==> src/logic/cal_seq_map.svh <==
// Constants for the calibration sequencer: bit positions and timing.
`ifndef CAL_SEQ_MAP_SVH
`define CAL_SEQ_MAP_SVH
`define CAL_ITEMS 9
`define CAL_BIT_STROBE_OSC 0
`define CAL_BIT_TX_IF_OSC 1
`define CAL_BIT_FM_DET_RX_IF 2
`define CAL_BIT_RX_ADC 3
`define CAL_BIT_WAKE_DEMOD_OSC 4
`define CAL_BIT_LNA_FREQ 5
`define CAL_BIT_XO_TUNE 6
`define CAL_BIT_TX_ANTENNA 7
`define CAL_BIT_RX_ANTENNA 8
`define CAL_SELECT_FIRST_RESET 9'h00F
`define CAL_SELECT_SECOND_RESET 9'h000
`define CAL_STARTUP_SET 9'h00F
`define CAL_LIMIT_MS 10
`define CAL_CLOCK_KHZ 100000
`define CAL_LIMIT_CYCLES (`CAL_LIMIT_MS * `CAL_CLOCK_KHZ)
`define CAL_STEP_CYCLES_DEFAULT 1000
`endif

==> src/logic/cal_seq_pkg.sv <==
// Types shared by the calibration sequencer.
`default_nettype none
package cal_seq_pkg;
  typedef logic [8:0] cal_mask_type;
  typedef struct packed {
    logic write;
    logic [1:0] target;
    logic [8:0] data;
  } reg_access_type;
  typedef struct packed {
    logic busy;
    cal_mask_type done;
    cal_mask_type active;
  } cal_status_type;
endpackage
`default_nettype wire

==> src/logic/cal_step_unit.sv <==
// One calibration step engine: runs a single item for a fixed time.
`timescale 1ns/1ps
`default_nettype none
module cal_step_unit #(
  parameter int STEP_CYCLES = 1000
) (
  input wire logic clock_i,
  input wire logic reset_i,
  input wire logic start_i,
  output logic done_o
);
  logic [31:0] count;
  logic running;

  always_ff @(posedge clock_i) begin
    if (reset_i) begin
      running <= 1'b0;
      count <= 32'h0;
    end else if (start_i && !running) begin
      running <= 1'b1;
      count <= 32'h0;
    end else if (running) begin
      if (count == 32'(STEP_CYCLES - 1)) begin
        running <= 1'b0;
      end
      count <= count + 32'h1;
    end
  end

  assign done_o = running && (count == 32'(STEP_CYCLES - 1));
endmodule
`default_nettype wire

==> src/logic/calibration_sequencer.sv <==
// Calibration sequencer with selection registers and input pin status.
//
// Notes on behaviour
// - One control-bit write starts selected runs, under 10ms.
// - Startup calibrates strobe, TX IF, FM/RX IF, ADC.
// - Fast startup skips the four startup calibrations.
// - Power-up and wake-up run first-selection items.
// - Initiation runs exactly the picked calibrations.
// - Optional items run on initiation, or at startup when first-selected.
// - Registers reachable locally and by remote messages.
// - Three input pin levels readable as register.
// - Remote message carries register address and data.
`timescale 1ns/1ps
`include "cal_seq_map.svh"
`default_nettype none
module calibration_sequencer #(
  parameter int STEP_CYCLES = `CAL_STEP_CYCLES_DEFAULT
) (
  input wire logic clock_i,
  input wire logic reset_i,
  input wire logic power_up_i,
  input wire logic wake_up_i,
  input wire logic fast_startup_i,
  input wire cal_seq_pkg::reg_access_type local_access_i,
  input wire logic local_valid_i,
  input wire cal_seq_pkg::reg_access_type remote_register_message_i,
  input wire logic remote_valid_i,
  input wire logic prog_input_0_i,
  input wire logic prog_input_1_i,
  input wire logic prog_input_2_i,
  output logic [8:0] read_data_o,
  output cal_seq_pkg::cal_status_type status_o,
  output logic [2:0] prog_inputs_o
);
  import cal_seq_pkg::*;

  // Target codes of the register access.
  localparam logic [1:0] TARGET_SELECT_FIRST = 2'h0;
  localparam logic [1:0] TARGET_SELECT_SECOND = 2'h1;
  localparam logic [1:0] TARGET_CONTROL = 2'h2;
  localparam logic [1:0] TARGET_PINS = 2'h3;
  // A selected item costs its step plus two cycles of picking and handing
  // over, and the final pick adds one; this bound keeps a run of all nine
  // items inside the limit.
  localparam int MAX_STEP = (`CAL_LIMIT_CYCLES / `CAL_ITEMS) - 3;

  typedef enum logic [1:0] {IDLE, PICK, RUN} state_type;

  state_type state;
  cal_mask_type cal_select_first;
  cal_mask_type cal_select_second;
  cal_mask_type pending;
  cal_mask_type done_mask;
  logic [3:0] item;
  logic start_pulse;
  logic step_done;
  logic busy;
  reg_access_type acc;
  logic acc_valid;
  logic [2:0] pin_s1, pin_s2, pin_s3, pins;
  logic startup_req;
  logic [8:0] next_read;
  logic start_write;
  cal_mask_type startup_mask;
  cal_mask_type request_mask;

  // Remote messages take priority; a local access in the same cycle is
  // dropped, which callers avoid by polling.
  always_comb begin
    acc = remote_valid_i ? remote_register_message_i
        : local_access_i;
    acc_valid = remote_valid_i | local_valid_i;
  end

  assign startup_req = power_up_i | wake_up_i;

  // The two run masks are formed apart from the sequencer, so that the
  // fast-startup exception sits in one place. With fast startup the four
  // built-in items are dropped even when the first selection holds them.
  always_comb begin
    start_write = acc_valid && acc.write && (acc.target == TARGET_CONTROL)
                  && acc.data[0];
    if (fast_startup_i) begin
      startup_mask = cal_select_first & ~`CAL_STARTUP_SET;
    end else begin
      startup_mask = cal_select_first | `CAL_STARTUP_SET;
    end
    request_mask = cal_select_first | cal_select_second;
  end

  always_ff @(posedge clock_i) begin
    if (reset_i) begin
      cal_select_first <= `CAL_SELECT_FIRST_RESET;
      cal_select_second <= `CAL_SELECT_SECOND_RESET;
    end else if (acc_valid && acc.write) begin
      if (acc.target == TARGET_SELECT_FIRST) begin
        cal_select_first <= acc.data;
      end
      if (acc.target == TARGET_SELECT_SECOND) begin
        cal_select_second <= acc.data;
      end
    end
  end

  // Input pins pass three flops; a change counts once stages two and three
  // agree, so a glitch of one cycle never reaches the register.
  always_ff @(posedge clock_i) begin
    if (reset_i) begin
      pin_s1 <= 3'h0;
      pin_s2 <= 3'h0;
      pin_s3 <= 3'h0;
      pins <= 3'h0;
    end else begin
      pin_s1 <= {prog_input_2_i, prog_input_1_i, prog_input_0_i};
      pin_s2 <= pin_s1;
      pin_s3 <= pin_s2;
      if (pin_s2 == pin_s3) begin
        pins <= pin_s3;
      end
    end
  end

  always_ff @(posedge clock_i) begin
    if (reset_i) begin
      state <= IDLE;
      pending <= '0;
      done_mask <= '0;
      item <= 4'h0;
      start_pulse <= 1'b0;
    end else begin
      start_pulse <= 1'b0;
      case (state)
        IDLE: begin
          // Requests are taken here only; during a run they are dropped.
          if (startup_req) begin
            pending <= startup_mask;
            done_mask <= '0;
            item <= 4'h0;
            state <= PICK;
          end else if (start_write) begin
            pending <= request_mask;
            done_mask <= '0;
            item <= 4'h0;
            state <= PICK;
          end
        end
        PICK: begin
          if (item == 4'(`CAL_ITEMS)) begin
            state <= IDLE;
          end else if (pending[item]) begin
            start_pulse <= 1'b1;
            state <= RUN;
          end else begin
            item <= item + 4'h1;
          end
        end
        RUN: begin
          if (step_done) begin
            done_mask[item] <= 1'b1;
            pending[item] <= 1'b0;
            item <= item + 4'h1;
            state <= PICK;
          end
        end
        default: state <= IDLE;
      endcase
    end
  end

  // Busy is read back as the initiation bit, so software sees it set until
  // the final pick has passed and can poll for the end of a run.
  assign busy = (state != IDLE);

  // An oversized step is clipped rather than refused, so the limit holds at
  // the cost of a shorter trim per item.
  cal_step_unit #(
    .STEP_CYCLES((STEP_CYCLES < MAX_STEP) ? STEP_CYCLES : MAX_STEP)
  ) u_step (
    .clock_i(clock_i),
    .reset_i(reset_i),
    .start_i(start_pulse),
    .done_o(step_done)
  );

  // Target three is read only: no write decode above ever matches it.
  always_comb begin
    case (acc.target)
      TARGET_SELECT_FIRST: next_read = cal_select_first;
      TARGET_SELECT_SECOND: next_read = cal_select_second;
      TARGET_CONTROL: next_read = {8'h00, busy};
      TARGET_PINS: next_read = {6'h00, pins};
      default: next_read = 9'h000;
    endcase
  end

  always_ff @(posedge clock_i) begin
    if (reset_i) begin
      read_data_o <= 9'h000;
    end else if (acc_valid && !acc.write) begin
      read_data_o <= next_read;
    end
  end

  // Status lags the sequencer by one cycle; a poll of busy therefore sees
  // the end of a run one cycle late, which only lengthens the poll.
  always_ff @(posedge clock_i) begin
    if (reset_i) begin
      status_o <= '0;
    end else begin
      status_o <= '{busy: busy, done: done_mask, active: pending};
    end
  end

  always_ff @(posedge clock_i) begin
    if (reset_i) begin
      prog_inputs_o <= 3'h0;
    end else begin
      prog_inputs_o <= pins;
    end
  end
endmodule
`default_nettype wire

==> config.mk <==
export PLATFORM = sky130hd
export DESIGN_NAME = calibration_sequencer
export DESIGN_NICKNAME = d
export VERILOG_FILES = /design/src/logic/cal_seq_pkg.sv /design/src/logic/cal_step_unit.sv /design/src/logic/calibration_sequencer.sv
export VERILOG_INCLUDE_DIRS = /design/src /design/src/logic
export SDC_FILE = /design/constraint.sdc
export NUM_CORES = 1
export LEC_CHECK = 0
export ABC_CLOCK_PERIOD_IN_PS = 5550
export BUFFER_PORTS_ARGS = -buffer_cell sky130_fd_sc_hd__buf_2
export CAP_MARGIN = 20
export CORE_MARGIN = 2
export CORE_UTILIZATION = 35
export CTS_CLUSTER_SIZE = 40
export DETAILED_ROUTE_END_ITERATION = 8
export GPL_TIMING_DRIVEN = 0
export SYNTH_ARGS = -nofsm -noshare
export SYNTH_HDL_FRONTEND = slang
export SYNTH_HIERARCHICAL = 1
export SYNTH_SLANG_ARGS = --single-unit
==> constraint.sdc <==
create_clock -name clock_i -period 5.55 [get_ports clock_i]
set_input_delay 0.8325 -clock clock_i [delete_from_list [all_inputs] [get_ports clock_i]]
set_output_delay 0.8325 -clock clock_i [all_outputs]
set_load 0.02 [all_outputs]
# Word level (Yosys, flattened, before mapping)
# Index checks and enable logic that the tools add are counted.
# Widths: inputs -> output; s select.
dict set report word_totals {
  in_bits 34
  elab_cells 94
  ff_bits 119
  output_inout_bits 31
}
dict set report op_classes {
  reduce_logical 21
  magnitude_cmp 2
  eq_ne 13
  n_addsub 2
  bitwise_logic 7
  muxes 31
}
# cell count
set ops {}
lappend ops {{$mux 9} 6}
lappend ops {{$pmux 9 s2} 2}
lappend ops {{$pmux 9 s4} 1}
lappend ops {{$add 32x1->32 const B} 1}
lappend ops {{$eq 32x10->1 const B} 1}
lappend ops {{$mux 4} 6}
lappend ops {{$or 9x9->9} 2}
lappend ops {{$mux 12} 1}
lappend ops {{$pmux 4 s3} 1}
lappend ops {{$mux 2} 5}
lappend ops {{$and 9x9->9} 1}
lappend ops {{$not 9->9} 1}
lappend ops {{$logic_and 1x1->1} 7}
lappend ops {{$eq 2x2->1 const B} 3}
lappend ops {{$mux 1} 6}
lappend ops {{$ne 2x2->1 const B} 3}
lappend ops {{$ne 3x3->1 const B} 2}
lappend ops {{$pmux 2 s3} 1}
lappend ops {{$reduce_and 3->1} 2}
lappend ops {{$lt 4x5->1 const B} 1}
lappend ops {{$reduce_and 5->1} 1}
lappend ops {{$add 4x1->4 const B} 1}
lappend ops {{$bmux 1 s4} 1}
lappend ops {{$demux 1 s4} 1}
lappend ops {{13 further kinds} 19}

# Longest topological paths before layout
dict set report depth {
  word_depth 8
  ltp_mapped 10
  depth_no_buf 8
}

# Hierarchy
# The synthesis kept the hierarchy.
# mod n_inst area_per_inst_um2 cells_per_inst seq_area_each_um2
set by_module_without_submodules {}
lappend by_module_without_submodules {calibration_sequencer 1 3627.2 383 1721.7}
lappend by_module_without_submodules {cal_step_unit 1 1577.8 187 660.6}

# Worst setup path before layout
# Ideal clock, no wire load.
dict set report synth_path {
  path_type {input to register}
  startpoint {in remote_valid_i}
  endpoint {reg item[2]}
  path_buffers 1
  setup_ps 69
  t_arrival_ps 2228
  setup_slack_ps 3253
  t_required_ps 5481
  cell_stages 6
  path_cell_list {buf_6 > nand3b_4 > a22o_1 > a211o_1 > or4_1 > o21ai_1}
}
dict set report synth_via {
  elab_chain_len 6
  word_cells_on_any_way 8
  cone_classes {eq/ne (2); mux (1); bitwise (1); reduce/logical (4)}
}
# element line
set synth_lines {}
lappend synth_lines {{start: declaration} calibration_sequencer.sv:27} ;# input wire logic remote_valid_i,
lappend synth_lines {{$mux 12 or $or 1x1->1 (tied branches)} {calibration_sequencer.sv:70, calibration_sequencer.sv:72}}
lappend synth_lines {{$eq 2x2->1 or $logic_and 1x1->1 (tied branches)} calibration_sequencer.sv:81} ;# start_write = acc_valid && acc.write && (acc.target == TARGET_CONTROL)
lappend synth_lines {{$logic_and 1x1->1} calibration_sequencer.sv:81}
lappend synth_lines {{$logic_and 1x1->1 *} calibration_sequencer.sv:82} ;# && acc.data[0];
lappend synth_lines {{$ne 3x3->1 (no line) *} n/a}
lappend synth_lines {{$reduce_and 5->1 (no line) *} n/a}
lappend synth_lines {{end signal: assignment} calibration_sequencer.sv:154} ;# item <= item + 4'h1;
lappend synth_lines {{end signal: assignment} calibration_sequencer.sv:161} ;# item <= item + 4'h1;
lappend synth_lines {{end: declaration} calibration_sequencer.sv:54} ;# logic [3:0] item;
# Every way passes the cells marked *; elsewhere a longest branch is shown, timed or not.
# A chain may end at the register's enable or synchronous reset.

# Worst setup path after layout
dict set report layout_path {
  startpoint {reg u_step.count[0]}
  endpoint {reg item[3]}
}
dict set report layout_via {
  elab_chain_len 4
}
# element line
set layout_lines {}
lappend layout_lines {{start: declaration} cal_step_unit.sv:12} ;# logic [31:0] count;
lappend layout_lines {{start signal: assignment} cal_step_unit.sv:26} ;# count <= count + 32'h1;
lappend layout_lines {{$eq 32x10->1} cal_step_unit.sv:30} ;# assign done_o = running && (count == 32'(STEP_CYCLES - 1));
lappend layout_lines {{$logic_and 1x1->1} cal_step_unit.sv:30}
lappend layout_lines {{net step_done} calibration_sequencer.sv:56} ;# logic step_done;
lappend layout_lines {{$ne 2x2->1 (no line)} n/a}
lappend layout_lines {{$reduce_and 5->1 (no line)} n/a}
# The timed path passes the listed nets, and every way through them passes these cells.

==> flow_metrics.env <==
export IMPL_fin_crit_sh_pct=44.27
export IMPL_clock_latency_ns=0.42
export IMPL_avgSynthCellArea_um2=9.132
export IMPL_synth_distinct_cells=62
export IMPL_fin_crit_ns=2.457
export IMPL_worst_clock_skew_ns=0.008506
export IMPL_final_hold_viol_count=0
export IMPL_ctsResizeCount=0
export IMPL_syn_nets=613
export IMPL_clock_sinks=119
export IMPL_p_leak_uw=0.002432
export IMPL_vdd_drop_max_uv=241.4
export IMPL_slowest_stage="or4_1"
export IMPL_routed_wl_mm=12.50
export IMPL_rrSetupSlack_ns=3.09
export IMPL_wl_per_cell_um=14.72
export IMPL_relSlewSlack_pct=48.52
export IMPL_n_antenna_cell=0
export IMPL_antenna_found_initial=0
export IMPL_crit_type="reg2reg"
export IMPL_postSynth_asyncResetShare_pct=0
export IMPL_coreArea_um2=14530
export IMPL_yosys_top_cells_area="dfxtp_1 46%, nor2_1 4.5%, nor2b_1 3.8%"
export IMPL_dp_hpwl_mm=8.989
export IMPL_synth_top_area_share_pct=45.77
export IMPL_clkTransAtPathRegs_ns=0.05
export IMPL_die_height_um=126.0
export IMPL_grt_max_degree=17
export IMPL_setup_violations=0
export IMPL_cts_max_level=4
export IMPL_synth_edf_count=0
export IMPL_max_stage_delay_ns=0.55
export IMPL_start_util_pct=35.81
export IMPL_p_per_area_nw_per_um2=393.4
export IMPL_outcome="finished, final reports clean"
export IMPL_holdCritPathClass="reg2reg"
export IMPL_rsz0062_at_grt="no"
export IMPL_slew_viol_final=0
export IMPL_cts_buffers=17
export IMPL_crit_path_end_kind="register"
export IMPL_synthesis_area_um2=5205
export IMPL_syn_inst=570
export IMPL_synth_ff_type="dfxtp_1"
export IMPL_clockRootBuffer="clkbuf_16"
export IMPL_start_kind="register"
export IMPL_nets=695
export IMPL_clk_path_buf_depth=2
export IMPL_gp_congestion=0.8567
export IMPL_yosys_area_top_type="dfxtp_1"
export IMPL_port_buffers=63
export IMPL_cts_setup_buffers=0
export IMPL_max_slew_worst_pin_slew_ns=0.7507
export IMPL_vias_per_cell=5.278
export IMPL_drive_gt1_share_pct=19.10
export IMPL_postRouteAntennaNets=0
export IMPL_crit_chain="ha_1 > and3_1 > nand4_1 > nor3_1 > nor2_1 > a211o_1 > or4_1 > o21ai_1"
export IMPL_ys_seq_area_share_pct=45.77
export IMPL_ys_warn_count=6
export IMPL_final_core_util_pct=43.63
export IMPL_drtIter0Drc=246
export IMPL_post_route_drc_count=0
export IMPL_fin_tns_setup_ns=0
export IMPL_grt_usage_pct=16.27
export IMPL_cp_arrival_ns=2.81
export IMPL_synth_seq_cells=119
export IMPL_cp_max_fo=6
export IMPL_die_w_um=126.0
export IMPL_area_delta_synth_final_pct=21.83
export IMPL_grt_pass1_vias=4412
export IMPL_maxCapViolCount=0
export IMPL_ios=65
export IMPL_cp_required_ns=5.90
export IMPL_globalRouteOverflowTotal=0
export IMPL_fmax_mhz=407.0
export IMPL_firstDrtPassIters=5
export IMPL_fp_dieArea_um2=15860
export IMPL_cts_tree="built"
export IMPL_holdBufCountCts=0
export IMPL_grt_pass1_wl_mm=20.76
export IMPL_num_rows=44
export IMPL_vias=4481
path summary, 6_finish.rpt:
path	startpoint	endpoint	cells past startpoint
setup / recovery	u_step/count[0]$_SDFFE_PP0P_	item[3]$_SDFFE_PP0P_	8
hold / removal	pin_s1[0]$_SDFF_PP0_	pin_s2[0]$_SDFF_PP0_	1
setup reg to reg	u_step/count[0]$_SDFFE_PP0P_	item[3]$_SDFFE_PP0P_	8
hold reg to reg	pin_s1[0]$_SDFF_PP0_	pin_s2[0]$_SDFF_PP0_	1
layout by cell type, fill, tap and decap left out, types with 3 or more instances in the layout:
master | synthesis | layout
mux2_2 | 4 | 4
or4_1 | 19 | 19
clkinvlp_4 | 0 | 4
clkinv_4 | 0 | 4
dfxtp_1 | 119 | 119
nor2_1 | 62 | 62
a211o_1 | 5 | 5
and3_1 | 4 | 4
inv_1 | 19 | 19
a21o_1 | 3 | 3
a221oi_1 | 8 | 8
nor3_1 | 8 | 8
clkbuf_16 | 0 | 17
xor2_1 | 8 | 8
nand4_1 | 8 | 8
o22ai_1 | 3 | 3
or3_1 | 7 | 7
mux2i_1 | 14 | 14
a21oi_1 | 36 | 36
nand2b_1 | 7 | 7
a31oi_1 | 7 | 7
and4_1 | 3 | 3
clkbuf_1 | 16 | 17
nor2b_1 | 32 | 32
nand3_1 | 15 | 15
xnor2_1 | 9 | 9
nand2_1 | 31 | 31
nor4_1 | 5 | 5
ha_1 | 9 | 9
o31ai_1 | 14 | 14
and2_1 | 3 | 3
a211oi_1 | 23 | 23
buf_2 | 9 | 72
o31a_1 | 4 | 4
o21ai_0 | 13 | 13
a22oi_1 | 7 | 7
routing by layer:
| metal | up-vias | share of wire, % | global-route usage [%] |
|---|---|---|---|
| li1 | 2236 | - | - |
| met1 | 2137 | 47 | 19.93 |
| met2 | 86 | 47 | 26.63 |
| met3 | 22 | 3.7 | 4.460 |
| met4 | 0 | 2.0 | 7.563 |
| met5 | - | 0 | 0 |
sequential cells by signal, indices dropped and copies added (netlist names), 4 cells and up:
signal,count
u_step/count,32
cal_select_first,9
cal_select_second,9
pending,9
status_o,19
item,4
done_mask,9
read_data_o,9
kinds of logic after synthesis:
family | share of synthesized area (%)
AND/OR/NAND/NOR | 22.88
buffers and inverters | 4.038
multiplexers | 4.110
adder cells (fa/ha/maj) | 2.163
AO/OA/AOI/OAI | 18.17
XOR/XNOR | 2.861
flip-flops | 45.77
through the flow:
stage	setup slack [ns]	total power [µW]	cell area [µm²]	instances	hold slack, ns
2_1_floorplan	3.253	1297	5205	570	0.4138
3_3_place_gp	3.097	1411	5751	817	0.4343
3_5_place_dp	3.062	1419	5751	817	0.4283
4_1_cts	3.074	2519	6341	849	0.4425
5_1_grt	2.800	2615	6341	849	0.4474
6_report	3.093	2495	6341	849	0.4378
Yosys cell counts, types with 2 or more instances:
| master | n |
|---|---|
| a221oi_1 | 8 |
| xnor2_1 | 9 |
| o21a_1 | 2 |
| nor4_1 | 5 |
| buf_2 | 9 |
| or2_2 | 2 |
| inv_1 | 19 |
| a32o_1 | 2 |
| o22ai_1 | 3 |
| clkbuf_1 | 16 |
| dfxtp_1 | 119 |
| nor2b_1 | 32 |
| nand2b_1 | 7 |
| and4_1 | 3 |
| mux2i_1 | 14 |
| o31ai_1 | 14 |
| and3_1 | 4 |
| a21o_1 | 3 |
| nor3_1 | 8 |
| a211oi_1 | 23 |
| o21ai_0 | 13 |
| xor2_1 | 8 |
| a211o_1 | 5 |
| a22oi_1 | 7 |
| a21oi_1 | 36 |
| and2_1 | 3 |
| nand2_1 | 31 |
| or4_1 | 19 |
| mux2_2 | 4 |
| nand3_1 | 15 |
| buf_4 | 2 |
| ha_1 | 9 |
| nor2_1 | 62 |
| or3_1 | 7 |
| o21ai_1 | 2 |
| or3_2 | 2 |
| a31oi_1 | 7 |
| a22o_1 | 2 |
| o31a_1 | 4 |
| nand4_1 | 8 |
worst max-delay path, delay by kind of cell (launching register included):
kind / cells / cell delay, ns
flip-flops: 1 / 0.39
adder cells (fa/ha/maj): 1 / 0.21
AND/OR/NAND/NOR: 5 / 1.37
AO/OA/AOI/OAI: 2 / 0.42
power by group:
group	internal [µW]	leakage [µW]	switching, µW
clock network	676	0.000276	412
logic	171	0.00119	274
registers	925	0.000967	36.7
cell type report:
class,instances,area (µm²)
buffer,29,135.1
clock buffer,19,442.9
clock inverter,13,147.6
fill,1422,8193
inverter,20,75.07
multi-input combinational,402,2613
sequential,119,2382
tap,184,230.2
timing repair buffer,63,315.3
(Power assumes the default switching activity.)
